`config.mk`:
```
export PLATFORM = sky130hd
export DESIGN_NAME = cabinet_slave_control
export DESIGN_NICKNAME = d
export VERILOG_FILES = /design/src/rtl/pin_sync.v /design/src/rtl/cabinet_slave_control.v
export VERILOG_INCLUDE_DIRS = /design/src /design/src/pkg
export SDC_FILE = /design/constraint.sdc
export NUM_CORES = 1
export LEC_CHECK = 0
export BUFFER_PORTS_ARGS = -buffer_cell sky130_fd_sc_hd__buf_2
export CAP_MARGIN = 20
export CORE_ASPECT_RATIO = 1.5
export CORE_UTILIZATION = 45
export CTS_CLUSTER_DIAMETER = 40
export DETAILED_ROUTE_END_ITERATION = 10
export HOLD_SLACK_MARGIN = 0.12
export PLACE_DENSITY = 0.65
export SYNTH_ARGS = -nofsm -noshare
export SYNTH_HDL_FRONTEND = slang
export SYNTH_HIERARCHICAL = 1
export SYNTH_SLANG_ARGS = --single-unit
```
`constraint.sdc`:
```
create_clock -name CLK -period 7.9 [get_ports CLK]
set_input_delay 0.79 -clock CLK [delete_from_list [all_inputs] [get_ports CLK]]
set_output_delay 0.79 -clock CLK [all_outputs]
set_load 0.03 [all_outputs]
```
`src/pkg/cabinet_defs.vh`:
```
`ifndef CABINET_DEFS_VH
`define CABINET_DEFS_VH
// Register byte offsets on the APB.
`define REG_CTRL 12'h000
`define REG_STATUS 12'h004
`define REG_MODFLT 12'h008
`define REG_CHAN 12'h00C
`define REG_PORTA 12'h010
`define REG_PORTB 12'h014
`define REG_DEVADDR 12'h018
// Control register fields.
`define CTRL_RESET_BIT 0
`define CTRL_OFF_BIT 1
`define CTRL_SLAVE_RST_BIT 2
`define CTRL_RESET_VAL 32'h00000000
// Timing: clock period in ns and one-shot widths.
`define CLK_PERIOD_NS 100
`define SUPPLY_PULSE_MS 500
`define SUPPLY_PULSE_CYC ((`SUPPLY_PULSE_MS * 1000000) / `CLK_PERIOD_NS)
`define RESTART_PULSE_CYC 16
`define SUPPLY_SETTLE_MS 800
`define SUPPLY_SETTLE_CYC ((`SUPPLY_SETTLE_MS * 1000000) / `CLK_PERIOD_NS)
// Analog channel codes.
`define CHAN_LAST_RF 8'h05
`define CHAN_S1_VOLT 8'h07
`define CHAN_S1_CURR 8'h17
`define CHAN_S2_VOLT 8'h27
`define CHAN_S2_CURR 8'h37
`define NUM_MODULES 16
`endif

```
`src/rtl/pin_sync.v`:
```
`timescale 1ns/1ps
// Three-stage synchroniser; output changes when stages two and three agree.
module pin_sync
#(
  parameter W = 1
)
(
  input wire clk, // Clock.
  input wire rst, // Asynchronous reset, active high.
  input wire [W-1:0] din, // Asynchronous level.
  output reg [W-1:0] dout // Filtered synchronous level.
);
  reg [W-1:0] s1_q; // First stage, read only by the second.
  reg [W-1:0] s2_q; // Second stage.
  reg [W-1:0] s3_q; // Third stage.
  integer i;

  // Shift and accept a bit only once two later stages agree.
  always @(posedge clk or posedge rst)
  begin
    if (rst)
    begin
      s1_q <= {W{1'b0}};
      s2_q <= {W{1'b0}};
      s3_q <= {W{1'b0}};
      dout <= {W{1'b0}};
    end
    else
    begin
      s1_q <= din;
      s2_q <= s1_q;
      s3_q <= s2_q;
      for (i = 0; i < W; i = i + 1)
      begin
        if (s2_q[i] == s3_q[i])
        begin
          dout[i] <= s3_q[i];
        end
      end
    end
  end
endmodule

```
`src/rtl/cabinet_slave_control.v`:
```
// The APB slave port and the address map are this design's own decisions.
`timescale 1ns/1ps
`include "cabinet_defs.vh"
// Overview of operation
// - Reset, door or off command blocks on.
// - Held local off overrides remote on.
// - On-command pulse restarts only faulted modules.
// - Supplies need latch on, air, door shut.
// - Failed supply control pulses high 500 ms.
// - Four faults sum into red indicator.
// - When off, report only door fault.
// - Turn-on sets drive state to one.
// - Supply good clears supply faults.
// - Drive state one forces enables off.
// - No fault: gate one, enable low.
// - Fault: gate zero, enable high.
// - Enable line is inverted gate output.
// - Latch channel address, select channel.
// - Codes 00-05 select RF detectors.
// - Codes 07, 17, 27 and 37 select supply readings.
// - Read select freezes and drives status.
// - Changeover faults hold until slave reset.
// - Second port passes live levels.
// - Monitor address latched, compared on strobe.
module cabinet_slave_control
#(
  parameter SUPPLY_PULSE_CYC = `SUPPLY_PULSE_CYC, // Supply restart width.
  parameter SUPPLY_SETTLE_CYC = `SUPPLY_SETTLE_CYC, // Supply good timeout.
  parameter RESTART_PULSE_CYC = `RESTART_PULSE_CYC, // Module restart width.
  parameter SLAVE_ADDR = 8'h01 // Unused; the slave address resets to 00 and is set over the APB.
)
(
  input wire CLK, // System clock, 10 MHz.
  input wire RST, // Asynchronous reset, active high.
  input wire PSEL, // APB select.
  input wire PENABLE, // APB enable.
  input wire PWRITE, // APB direction.
  input wire [11:0] PADDR, // APB byte address.
  input wire [31:0] PWDATA, // APB write data.
  output reg [31:0] PRDATA, // APB read data.
  output reg PREADY, // APB ready.
  output reg PSLVERR, // APB error on unmapped address.
  input wire CABINET_ON_COMMAND, // Remote on line, high means on.
  input wire CABINET_OFF_COMMAND, // Remote off line, high means off.
  input wire LOCAL_OFF_BUTTON, // Local off pushbutton, high while held.
  input wire DOOR_OPEN, // Door interlock, high when open.
  input wire AIR_CLOSED, // Air switch closed, blower running.
  input wire SUPPLY_ONE_GOOD, // Supply one good.
  input wire SUPPLY_TWO_GOOD, // Supply two good.
  input wire [15:0] MODULE_FAULT_FLAG, // Per-module fault flags.
  input wire AURAL_CHANGEOVER_FAULT, // Aural fault from changeover logic.
  input wire VISUAL_CHANGEOVER_FAULT, // Visual fault from changeover logic.
  input wire [7:0] SPARE_STATUS, // Live inputs of the second port.
  input wire [7:0] BUS_AD, // Monitor bus address lines.
  input wire COMMAND_DATA_SELECT, // High at command level.
  input wire WRITE_STROBE_N, // Write strobe, active low.
  input wire READ_SELECT_N, // Status read select, active low.
  output reg CABINET_ON, // Contactor drive, latch on.
  output reg SUPPLY_ENABLE, // Both supplies enabled.
  output reg SUPPLY_ONE_CONTROL, // Supply one control line.
  output reg SUPPLY_TWO_CONTROL, // Supply two control line.
  output reg FAULT_LED, // Red summary fault indicator.
  output reg [15:0] MODULE_ENABLE, // Module enable lines, low enables.
  output reg [3:0] ANALOG_SELECT, // Analog mux select, 15 is none.
  output reg [7:0] STATUS_DATA, // Data toward monitor bus drivers.
  output reg STATUS_DATA_OE_N, // Low while driving the data lines.
  output reg SELECT_LED // Slave selected by the monitor.
);
  // Synchronised pin inputs.
  wire [31:0] raw_pins;
  wire [31:0] sync_pins;
  wire [15:0] mod_flt;
  wire [7:0] spare_s;
  wire on_cmd, off_cmd, loc_off, door, air, s1_good, s2_good;
  wire aur_co, vis_co, cds, wr_n, rd_n;
  wire [7:0] ad_s;
  wire [7:0] ad_pins;
  wire wr_act, rd_act; // Strobes, synchronised active high.

  assign raw_pins = {MODULE_FAULT_FLAG, SPARE_STATUS, CABINET_ON_COMMAND,
    CABINET_OFF_COMMAND, LOCAL_OFF_BUTTON, DOOR_OPEN, AIR_CLOSED,
    SUPPLY_ONE_GOOD, SUPPLY_TWO_GOOD, AURAL_CHANGEOVER_FAULT};

  // All pins cross from outside the clock domain through three stages.
  pin_sync #(.W(32)) u_sync_a
  (
    .clk(CLK),
    .rst(RST),
    .din(raw_pins),
    .dout(sync_pins)
  );

  // The strobes pass inverted, so the stages reset to their idle level;
  // otherwise a false strobe edge would follow every reset.
  pin_sync #(.W(12)) u_sync_b
  (
    .clk(CLK),
    .rst(RST),
    .din({VISUAL_CHANGEOVER_FAULT, COMMAND_DATA_SELECT, ~WRITE_STROBE_N,
      ~READ_SELECT_N, BUS_AD}),
    .dout({vis_co, cds, wr_act, rd_act, ad_pins})
  );

  assign mod_flt = sync_pins[31:16];
  assign spare_s = sync_pins[15:8];
  assign on_cmd = sync_pins[7];
  assign off_cmd = sync_pins[6];
  assign loc_off = sync_pins[5];
  assign door = sync_pins[4];
  assign air = sync_pins[3];
  assign s1_good = sync_pins[2];
  assign s2_good = sync_pins[1];
  assign aur_co = sync_pins[0];
  assign ad_s = ad_pins;
  assign wr_n = ~wr_act;
  assign rd_n = ~rd_act;

  // Software control bits and state.
  reg [2:0] ctrl_q; // Soft reset, soft off, slave reset.
  reg [7:0] dev_addr_q; // Slave address, set over the APB.
  reg on_q; // Cabinet on/off latch.
  reg on_cmd_q; // Previous on command, for edge detect.
  reg drive_q; // Transmit drive state.
  reg [23:0] restart_cnt_q; // Module restart one-shot counter.
  reg [23:0] s1_cnt_q; // Supply one pulse counter.
  reg [23:0] s2_cnt_q; // Supply two pulse counter.
  reg [23:0] settle_cnt_q; // Time since air established.
  reg s1_flt_q; // Supply one fault.
  reg s2_flt_q; // Supply two fault.
  reg wr_n_q; // Previous write strobe.
  reg [7:0] cmd_addr_q; // Latched command address.
  reg [7:0] chan_q; // Latched analog channel code.
  reg aur_hold_q, vis_hold_q; // Held changeover faults.
  reg aur_prev_q, vis_prev_q; // Previous changeover levels.
  reg rd_n_q; // Previous read select.
  reg [7:0] frozen_q; // Frozen status byte.

  wire restart_act;
  wire blocked;
  wire summary;
  wire [7:0] report;
  wire hit;

  // The latch reset input: any of these prevents the on state.
  assign blocked = ctrl_q[`CTRL_RESET_BIT] | door | off_cmd | loc_off |
    ctrl_q[`CTRL_OFF_BIT];
  assign restart_act = (restart_cnt_q != 24'h000000);
  // Air loss counts while the cabinet runs or is turning on.
  assign summary = ((drive_q | on_q) & ~air) | door | s1_flt_q |
    s2_flt_q;
  // Off state masks all but the door fault.
  assign report = on_q ? {4'h0, s2_flt_q, s1_flt_q, door, ~air} :
    {5'h00, 1'b0, door, 1'b0};
  assign hit = (cmd_addr_q == dev_addr_q);

  // Cabinet latch, drive state and restart one-shots.
  always @(posedge CLK or posedge RST)
  begin
    if (RST)
    begin
      on_q <= 1'b0;
      on_cmd_q <= 1'b0;
      drive_q <= 1'b0;
      restart_cnt_q <= 24'h000000;
      s1_cnt_q <= 24'h000000;
      s2_cnt_q <= 24'h000000;
    end
    else
    begin
      on_cmd_q <= on_cmd;
      // Blocked wins; on returns when the override is released while the on command is high.
      if (blocked)
      begin
        on_q <= 1'b0;
      end
      else if (on_cmd)
      begin
        on_q <= 1'b1;
      end
      // Drive state rises with the latch itself, not with every on
      // pulse, so a restart pulse leaves healthy modules on the air.
      if (!on_q)
      begin
        drive_q <= ~blocked & on_cmd;
      end
      else if (air)
      begin
        drive_q <= 1'b0;
      end
      // A rising on command fires the restart one-shot and the one-shot of each faulted supply.
      if (on_cmd && !on_cmd_q)
      begin
        restart_cnt_q <= RESTART_PULSE_CYC[23:0];
        if (s1_flt_q)
        begin
          s1_cnt_q <= SUPPLY_PULSE_CYC[23:0];
        end
        if (s2_flt_q)
        begin
          s2_cnt_q <= SUPPLY_PULSE_CYC[23:0];
        end
      end
      else
      begin
        if (restart_act)
        begin
          restart_cnt_q <= restart_cnt_q - 24'h000001;
        end
        if (s1_cnt_q != 24'h000000)
        begin
          s1_cnt_q <= s1_cnt_q - 24'h000001;
        end
        if (s2_cnt_q != 24'h000000)
        begin
          s2_cnt_q <= s2_cnt_q - 24'h000001;
        end
      end
    end
  end

  // Supply faults: raised when supply good fails to arrive in time.
  always @(posedge CLK or posedge RST)
  begin
    if (RST)
    begin
      settle_cnt_q <= 24'h000000;
      s1_flt_q <= 1'b0;
      s2_flt_q <= 1'b0;
    end
    else
    begin
      if (!on_q || !air)
      begin
        settle_cnt_q <= 24'h000000;
      end
      else if (settle_cnt_q != SUPPLY_SETTLE_CYC[23:0])
      begin
        settle_cnt_q <= settle_cnt_q + 24'h000001;
      end
      // Supply good clears the fault at once.
      if (s1_good)
      begin
        s1_flt_q <= 1'b0;
      end
      else if (on_q && (!air || settle_cnt_q == SUPPLY_SETTLE_CYC[23:0]))
      begin
        s1_flt_q <= 1'b1;
      end
      if (s2_good)
      begin
        s2_flt_q <= 1'b0;
      end
      else if (on_q && (!air || settle_cnt_q == SUPPLY_SETTLE_CYC[23:0]))
      begin
        s2_flt_q <= 1'b1;
      end
    end
  end

  // Outputs to the cabinet hardware.
  integer m;
  always @(posedge CLK or posedge RST)
  begin
    if (RST)
    begin
      CABINET_ON <= 1'b0;
      SUPPLY_ENABLE <= 1'b0;
      SUPPLY_ONE_CONTROL <= 1'b0;
      SUPPLY_TWO_CONTROL <= 1'b0;
      FAULT_LED <= 1'b0;
      MODULE_ENABLE <= 16'hFFFF;
    end
    else
    begin
      CABINET_ON <= on_q;
      SUPPLY_ENABLE <= on_q & air & ~door;
      SUPPLY_ONE_CONTROL <= (s1_cnt_q != 24'h000000);
      SUPPLY_TWO_CONTROL <= (s2_cnt_q != 24'h000000);
      FAULT_LED <= summary;
      for (m = 0; m < `NUM_MODULES; m = m + 1)
      begin
        // Gate is one for a healthy module with drive state low;
        // the enable line is its inverse. A faulted module also sees
        // the restart pulse, which drives it low to reset it.
        if (drive_q)
        begin
          MODULE_ENABLE[m] <= 1'b1;
        end
        else if (!mod_flt[m])
        begin
          MODULE_ENABLE[m] <= 1'b0;
        end
        else
        begin
          MODULE_ENABLE[m] <= ~restart_act;
        end
      end
    end
  end

  // Monitor bus: address strobe, channel latch and status ports.
  always @(posedge CLK or posedge RST)
  begin
    if (RST)
    begin
      wr_n_q <= 1'b1;
      rd_n_q <= 1'b1;
      cmd_addr_q <= 8'hFF;
      chan_q <= 8'h06;
      frozen_q <= 8'h00;
      aur_hold_q <= 1'b0;
      vis_hold_q <= 1'b0;
      aur_prev_q <= 1'b0;
      vis_prev_q <= 1'b0;
      SELECT_LED <= 1'b0;
      ANALOG_SELECT <= 4'hF;
      STATUS_DATA <= 8'h00;
      STATUS_DATA_OE_N <= 1'b1;
    end
    else
    begin
      wr_n_q <= wr_n;
      rd_n_q <= rd_n;
      aur_prev_q <= aur_co;
      vis_prev_q <= vis_co;
      // Rising strobe latches command address or channel code.
      if (wr_n && !wr_n_q)
      begin
        if (cds)
        begin
          cmd_addr_q <= ad_s;
        end
        else if (hit)
        begin
          chan_q <= ad_s;
        end
      end
      SELECT_LED <= hit;
      // Channel decode; unused codes leave the mux deselected.
      if (chan_q <= `CHAN_LAST_RF)
      begin
        ANALOG_SELECT <= chan_q[3:0];
      end
      else if (chan_q == `CHAN_S1_VOLT)
      begin
        ANALOG_SELECT <= 4'h6;
      end
      else if (chan_q == `CHAN_S1_CURR)
      begin
        ANALOG_SELECT <= 4'h7;
      end
      else if (chan_q == `CHAN_S2_VOLT)
      begin
        ANALOG_SELECT <= 4'h8;
      end
      else if (chan_q == `CHAN_S2_CURR)
      begin
        ANALOG_SELECT <= 4'h9;
      end
      else
      begin
        ANALOG_SELECT <= 4'hF;
      end
      // Changeover faults latch on their rising edge, held to reset.
      if (ctrl_q[`CTRL_SLAVE_RST_BIT])
      begin
        aur_hold_q <= aur_co & ~aur_prev_q;
        vis_hold_q <= vis_co & ~vis_prev_q;
      end
      else
      begin
        aur_hold_q <= aur_hold_q | (aur_co & ~aur_prev_q);
        vis_hold_q <= vis_hold_q | (vis_co & ~vis_prev_q);
      end
      // Falling read select freezes the byte for the whole read.
      if (!rd_n && rd_n_q)
      begin
        frozen_q <= {aur_hold_q, vis_hold_q, 1'b0, 1'b0, report[3:0]};
      end
      // Port one when address bit 0 low, live port two when high.
      STATUS_DATA_OE_N <= ~(~rd_n & hit & ~rd_n_q);
      STATUS_DATA <= cmd_addr_q[0] ? spare_s : frozen_q;
    end
  end

  // APB slave, zero wait states.
  always @(posedge CLK or posedge RST)
  begin
    if (RST)
    begin
      ctrl_q <= 3'h0;
      dev_addr_q <= 8'h00;
      PRDATA <= 32'h00000000;
      PREADY <= 1'b0;
      PSLVERR <= 1'b0;
    end
    else
    begin
      // Slave reset is a self-clearing pulse.
      ctrl_q[`CTRL_SLAVE_RST_BIT] <= 1'b0;
      PREADY <= PSEL & ~PENABLE;
      PSLVERR <= 1'b0;
      if (PSEL && !PENABLE)
      begin
        PRDATA <= 32'h00000000;
        case (PADDR)
          `REG_CTRL:
            PRDATA <= {29'h00000000, ctrl_q};
          `REG_STATUS:
            PRDATA <= {22'h000000, aur_hold_q, vis_hold_q, drive_q, on_q,
              SUPPLY_ENABLE, FAULT_LED, report[3:0]};
          `REG_MODFLT:
            PRDATA <= {16'h0000, mod_flt};
          `REG_CHAN:
            PRDATA <= {24'h000000, chan_q};
          `REG_PORTA:
            PRDATA <= {24'h000000, frozen_q};
          `REG_PORTB:
            PRDATA <= {24'h000000, spare_s};
          `REG_DEVADDR:
            PRDATA <= {24'h000000, dev_addr_q};
          default:
            PSLVERR <= 1'b1;
        endcase
      end
      // Writes land only at the edge that completes the access phase.
      if (PSEL && PENABLE && PREADY && PWRITE)
      begin
        if (PADDR == `REG_CTRL)
        begin
          ctrl_q <= PWDATA[2:0];
        end
        if (PADDR == `REG_DEVADDR)
        begin
          dev_addr_q <= PWDATA[7:0];
        end
      end
    end
  end
endmodule

```
======== Word level (Yosys, flattened, before mapping) ========
Index checks and enable logic that the tools add are counted.
word-level totals
  bits of input ports ..................... 93
  logic and storage cells ................. 278
  output and inout port bits .............. 69
  register bits after elaboration ......... 385
cells by class
  multiplexer cells ....................... 63
  order comparisons ....................... 1
  bitwise logic cells ..................... 33
  add/subtract/negate cells ............... 4
  equal/unequal tests ..................... 60
  reduce and logical (&&, ||, !) cells .... 33
operators with widths
  operator                                                                   number
  24-bit 2-to-1 mux                                                          10
  16-bit one-hot mux with 7 select lines                                     1
  24-bit nonzero test                                                        3
  24-bit by 1-bit subtractor with 24-bit output, second input constant       3
  1-bit equality test                                                        44
  1-bit 2-to-1 mux                                                           43
  12-bit by 5-bit equality test with 1-bit output, second input constant     3
  24-bit by 1-bit adder with 24-bit output, second input constant            1
  12-bit by 4-bit equality test with 1-bit output, second input constant     2
  24-bit by 23-bit equality test with 1-bit output, second input constant    1
  24-bit by 23-bit inequality test with 1-bit output, second input constant  1
  8-bit by 6-bit equality test with 1-bit output, second input constant      2
  4-bit 2-to-1 mux                                                           4
  1-bit inverter                                                             14
  2-bit nonzero test                                                         7
  12-bit by 3-bit equality test with 1-bit output, second input constant     1
  12-bit logical NOT                                                         1
  3-bit 2-to-1 mux                                                           4
  1-bit OR                                                                   10
  2-bit AND reduction                                                        5
  1-bit bitwise AND                                                          9
  8-bit by 3-bit equality test with 1-bit output, second input constant      1
  8-bit by 5-bit equality test with 1-bit output, second input constant      1
  8-bit equality test                                                        1
  9 further kinds                                                            22

======== Logic depth before layout (Yosys ltp) ========
  word-level depth ........................ 7
  mapped depth ............................ 8
  gate-level depth less buffers ........... 7

======== By module ========
The synthesis kept the hierarchy.
by module, submodules not included
  module                 seq. area each (um^2)  instances  area an instance (um^2)  cells an instance
  cabinet_slave_control  4870.9                 1          9355.2                   900
  pin_sync (u_sync_a)    3203.1                 1          3567.2                   161
  pin_sync (u_sync_b)    1201.2                 1          1340.0                   61

======== Worst setup path before layout ========
No wires, ideal clock.
  path kind ............................... input port to flip-flop
  from .................................... input port PADDR[9]
  to ...................................... register dev_addr_q[0]
  data required time ...................... 7.775 ns
  library setup time ...................... 0.125 ns
  arrival ................................. 2.364 ns
  buffers on the path ..................... 0
  stages .................................. 4
  path slack .............................. 5.411 ns
  cells stage by stage .................... nor4_2 nand4_1 nor3_2 mux2_2
on the way
  longest elaborated chain between the ends .. 2
ends and longest elaborated chain
  item                                             line                         source
  start: declaration                               cabinet_slave_control.v:38   input wire [11:0] PADDR,
  12-bit by 5-bit equality test with 1-bit output  -
  2-bit AND reduction (no source line)             -
  end signal: assignment                           cabinet_slave_control.v:435  dev_addr_q <= PWDATA[7:0];
  end: declaration                                 cabinet_slave_control.v:120  reg [7:0] dev_addr_q;
Every way passes these cells.
A chain may end at the register's enable or synchronous reset.

======== Worst setup path after layout ========
  from .................................... register restart_cnt_q[0]
  to ...................................... register restart_cnt_q[1]
on the way
  longest elaborated chain between the ends .. 3
  elaborated cells on any way between the ends .. 5
  those cells by class .................... add/sub: 1; mux: 2; reduce/logical: 2
ends and longest elaborated chain
  item                                           line                         source
  start: declaration                             cabinet_slave_control.v:124  reg [23:0] restart_cnt_q;
  start signal: assignment                       cabinet_slave_control.v:193  restart_cnt_q <= RESTART_PULSE_CYC[23:0];
  start signal: assignment                       cabinet_slave_control.v:207  restart_cnt_q <= restart_cnt_q - 24'h000001;
  24-bit by 1-bit subtractor with 24-bit output  cabinet_slave_control.v:207
  24-bit 2-to-1 mux                              cabinet_slave_control.v:205  if (restart_act)
  24-bit 2-to-1 mux                              cabinet_slave_control.v:191  if (on_cmd && !on_cmd_q)
Several ways; a longest one is shown, not always the timed one. The select of a mux whose other input is x is not followed.

==> flow_summary.toml <==
[global_routing]
top_usage_layer = "met2"
first_global_vias = 8964
gr-total-overflow = 0
grt_util_all_layers_pct = 18.32
antenna_found_initial = 3
grt_start_max_net_pins = 132
grt_use_met2_pct = 30.30
use_met3_pct = 3.354
grt_pass1_wl_mm = 46.79
use_met1_pct = 23.49

[floorplan]
core_um2 = 31140
ios = 162
die_w_um = 147.4
initial_core_util_pct = 45.81
core.rowCount = 79
die_area_um2 = 32430
die_y_um = 220.0

[worst_setup_path]
cp-start-kind = "flip-flop"
worstPathCellList = "inv_1 > ha_1 > nor4b_1 > nand4_1 > nor2_2 > mux2_2 > nor2_1"
cp.arrival_ns = 3.43
slowest_delay_ns = 0.86
crit_slowest_cell = "nor2_2"
required_ns = 8.36
endpoint_kind = "flip-flop"
critPathKind = "reg2reg"
worstPathMaxFanout = 18

[clocking]
cts_setup_buffers = 0
cts-root-buf = "clkbuf_16"
clk_path_buf_depth = 3
cts_resized = 0
worstSkewPairLatency_ns = 0.53
cts_tree = "done"
numClockSinks = 369
cts_hold_buf = 0
cts.clk_slew.worst_paths_ns = 0.06
cts_buffers = 40
h-tree-depth = 2

[sta]
hold_violations = 0
setup_violations = 0
fmax_mhz = 336.0
maxSlewViolCount = 0
timing.hold.ws_ns = 0.2062
tightest_slew_ns = 1.003
finalCritPeriodShare_pct = 37.67
grt_setup_unrepaired = "no"
fin_setup_tns_ns = 0
layout_setup_ws_ns = 4.924
period_minus_slack_ns = 2.976
clock_skew_ns = 0.01045
slew-limit-headroom_pct = 32.64

[cells_and_area]
stdcell_count = 1692
final_common_cell = "dfrtp_1"
area_growth_pct = 16.46
final_cell_mix = "dfrtp_1 (336), buf_2 (121), nor2_1 (90), nand2_1 (73), maj3_2 (44)"
drive_above_1_share_pct = 25.43
final_nets = 1357
utilization_pct = 53.35

[placement]
dpl.cell_count = 1618
portBuffers = 121
gp_congestion = 0.8104
dpl_worst_slack_ns = 4.759
hpwl_mm = 19.48

[detailed_routing]
drcViolationCount = 0
drtIter0Drc = 523
wl_per_cell_um = 17.14
drt-total-wl_mm = 29.00
viasPerCell = 5.346
drtAntennaViolNets = 0
first_pass_iters = 5
num_vias = 9046

[yosys]
ys_ff_latch = 369
ys_async_sr_fraction_pct = 100.0
synth_cell_types = 66
synth-edff-count = 0
synth_area_um2 = 14260
synthFlopType = "dfrtp_1"
syn_avg_cell_area_um2 = 12.71
yosys_warnings = 6
synth_seq_area_share_pct = 65.03
postSynthCellCount = 1122

[run_status]
status = "complete, no violations"

[pwr]
power.density_nw_per_um2 = 315.2
vdd_ir_drop_max_mv = 0.2119
cellLeakagePower_nw = 7.503

[flow_run]
maxCapViolCount = 0

[hold_path]
hold_path_class = "in2async"
[cells in the mapped netlist, types with 10 or more instances]
master,n,area (um2)
dfrtp_1,336,8408
nor2_1,90,337.8
nand2_1,73,274.0
maj3_2,44,495.5
xor2_1,36,315.3
mux2_2,34,382.9
o21ai_0,34,170.2
dfstp_2,33,867.1
nand3_1,33,165.2
clkbuf_1,32,120.1
nor3_1,31,155.2
mux2i_1,28,280.3
inv_1,24,90.09
nand4_1,23,143.9
nor4_1,22,137.6
a21oi_1,20,100.1
xnor2_1,19,166.4
or4_1,18,135.1
a21o_1,16,120.1
buf_4,16,120.1
o31ai_1,13,97.59
o211ai_1,10,75.07
or3_1,10,62.56
[state kept, by name, summed over array words and instances (netlist names), 16 cells and up]
register	count
MODULE_ENABLE	16
PRDATA	16
restart_cnt_q	24
s1_cnt_q	24
s2_cnt_q	24
settle_cnt_q	24
u_sync_a/dout	32
u_sync_a/s1_q	32
u_sync_a/s2_q	32
u_sync_a/s3_q	32
[worst max-delay path: cells and delay by family (launching register included)]
kind / cells / cell delay [ns]
muxes: 1 / 0.41
and+or+nand+nor: 4 / 1.83
buffers and inverters: 1 / 0.11
adders and majority gates: 1 / 0.15
DFF: 1 / 0.39
[cells by family (layout without fill, tap and decap cells)]
group	after synthesis	in the layout	synth area share [%]
xor+xnor	55	55	3.377
flops	369	369	65.03
compound gates	140	140	6.580
buf+inv	76	225	2.439
mux	63	63	4.807
simple gates	366	366	13.56
fa+ha+maj	52	52	4.176
other cells	1	17	0.02629
[final timing paths]
check / to / slack, ns / cells past startpoint / start
max: restart_cnt_q[1] / 4.92 / 7 / restart_cnt_q[0]
min: u_sync_b/s3_q[11] / 0.21 / 2 / RST
max reg2reg: restart_cnt_q[1] / 4.92 / 7 / restart_cnt_q[0]
min reg2reg: u_sync_b/s2_q[11] / 0.34 / 0 / u_sync_b/s1_q[11]
max in group asynchronous: on_cmd_q / 5.97 / 3 / RST
min in group CLK: u_sync_b/s2_q[11] / 0.34 / 0 / u_sync_b/s1_q[11]
[stage by stage]
stage               total power, mW  instance area, um2
floorplan                     3.140               14320
global placement              3.344               15240
detailed placement            3.380               15240
CTS                           5.290               16590
global route                  5.515               16610
finish                        5.235               16610
[layout make-up]
type / instances / area, um2
Fill cell: 2618 / 14530
Clock inverter: 19 / 219.0
Multi-Input combinational cell: 692 / 4698
Clock buffer: 53 / 1131
Sequential cell: 369 / 9275
Inverter: 25 / 106.4
Antenna cell: 1 / 2.502
Timing Repair Buffer: 128 / 670.6
Tap cell: 405 / 506.7
[metal layers]
metal	share of wire [%]	routed length, um	vias to the layer above
li1	-	-	4244
met1	42	12140	4530
met2	50	14450	197
met3	4.5	1313	71
met4	3.7	1083	4
met5	0.062	18	-
[report_power, final]
group	internal [mW]	switching [mW]
combinational	0.366	0.515
clock	1.12	0.763
sequential	2.20	0.272
Power figures use the tool's default switching activity.
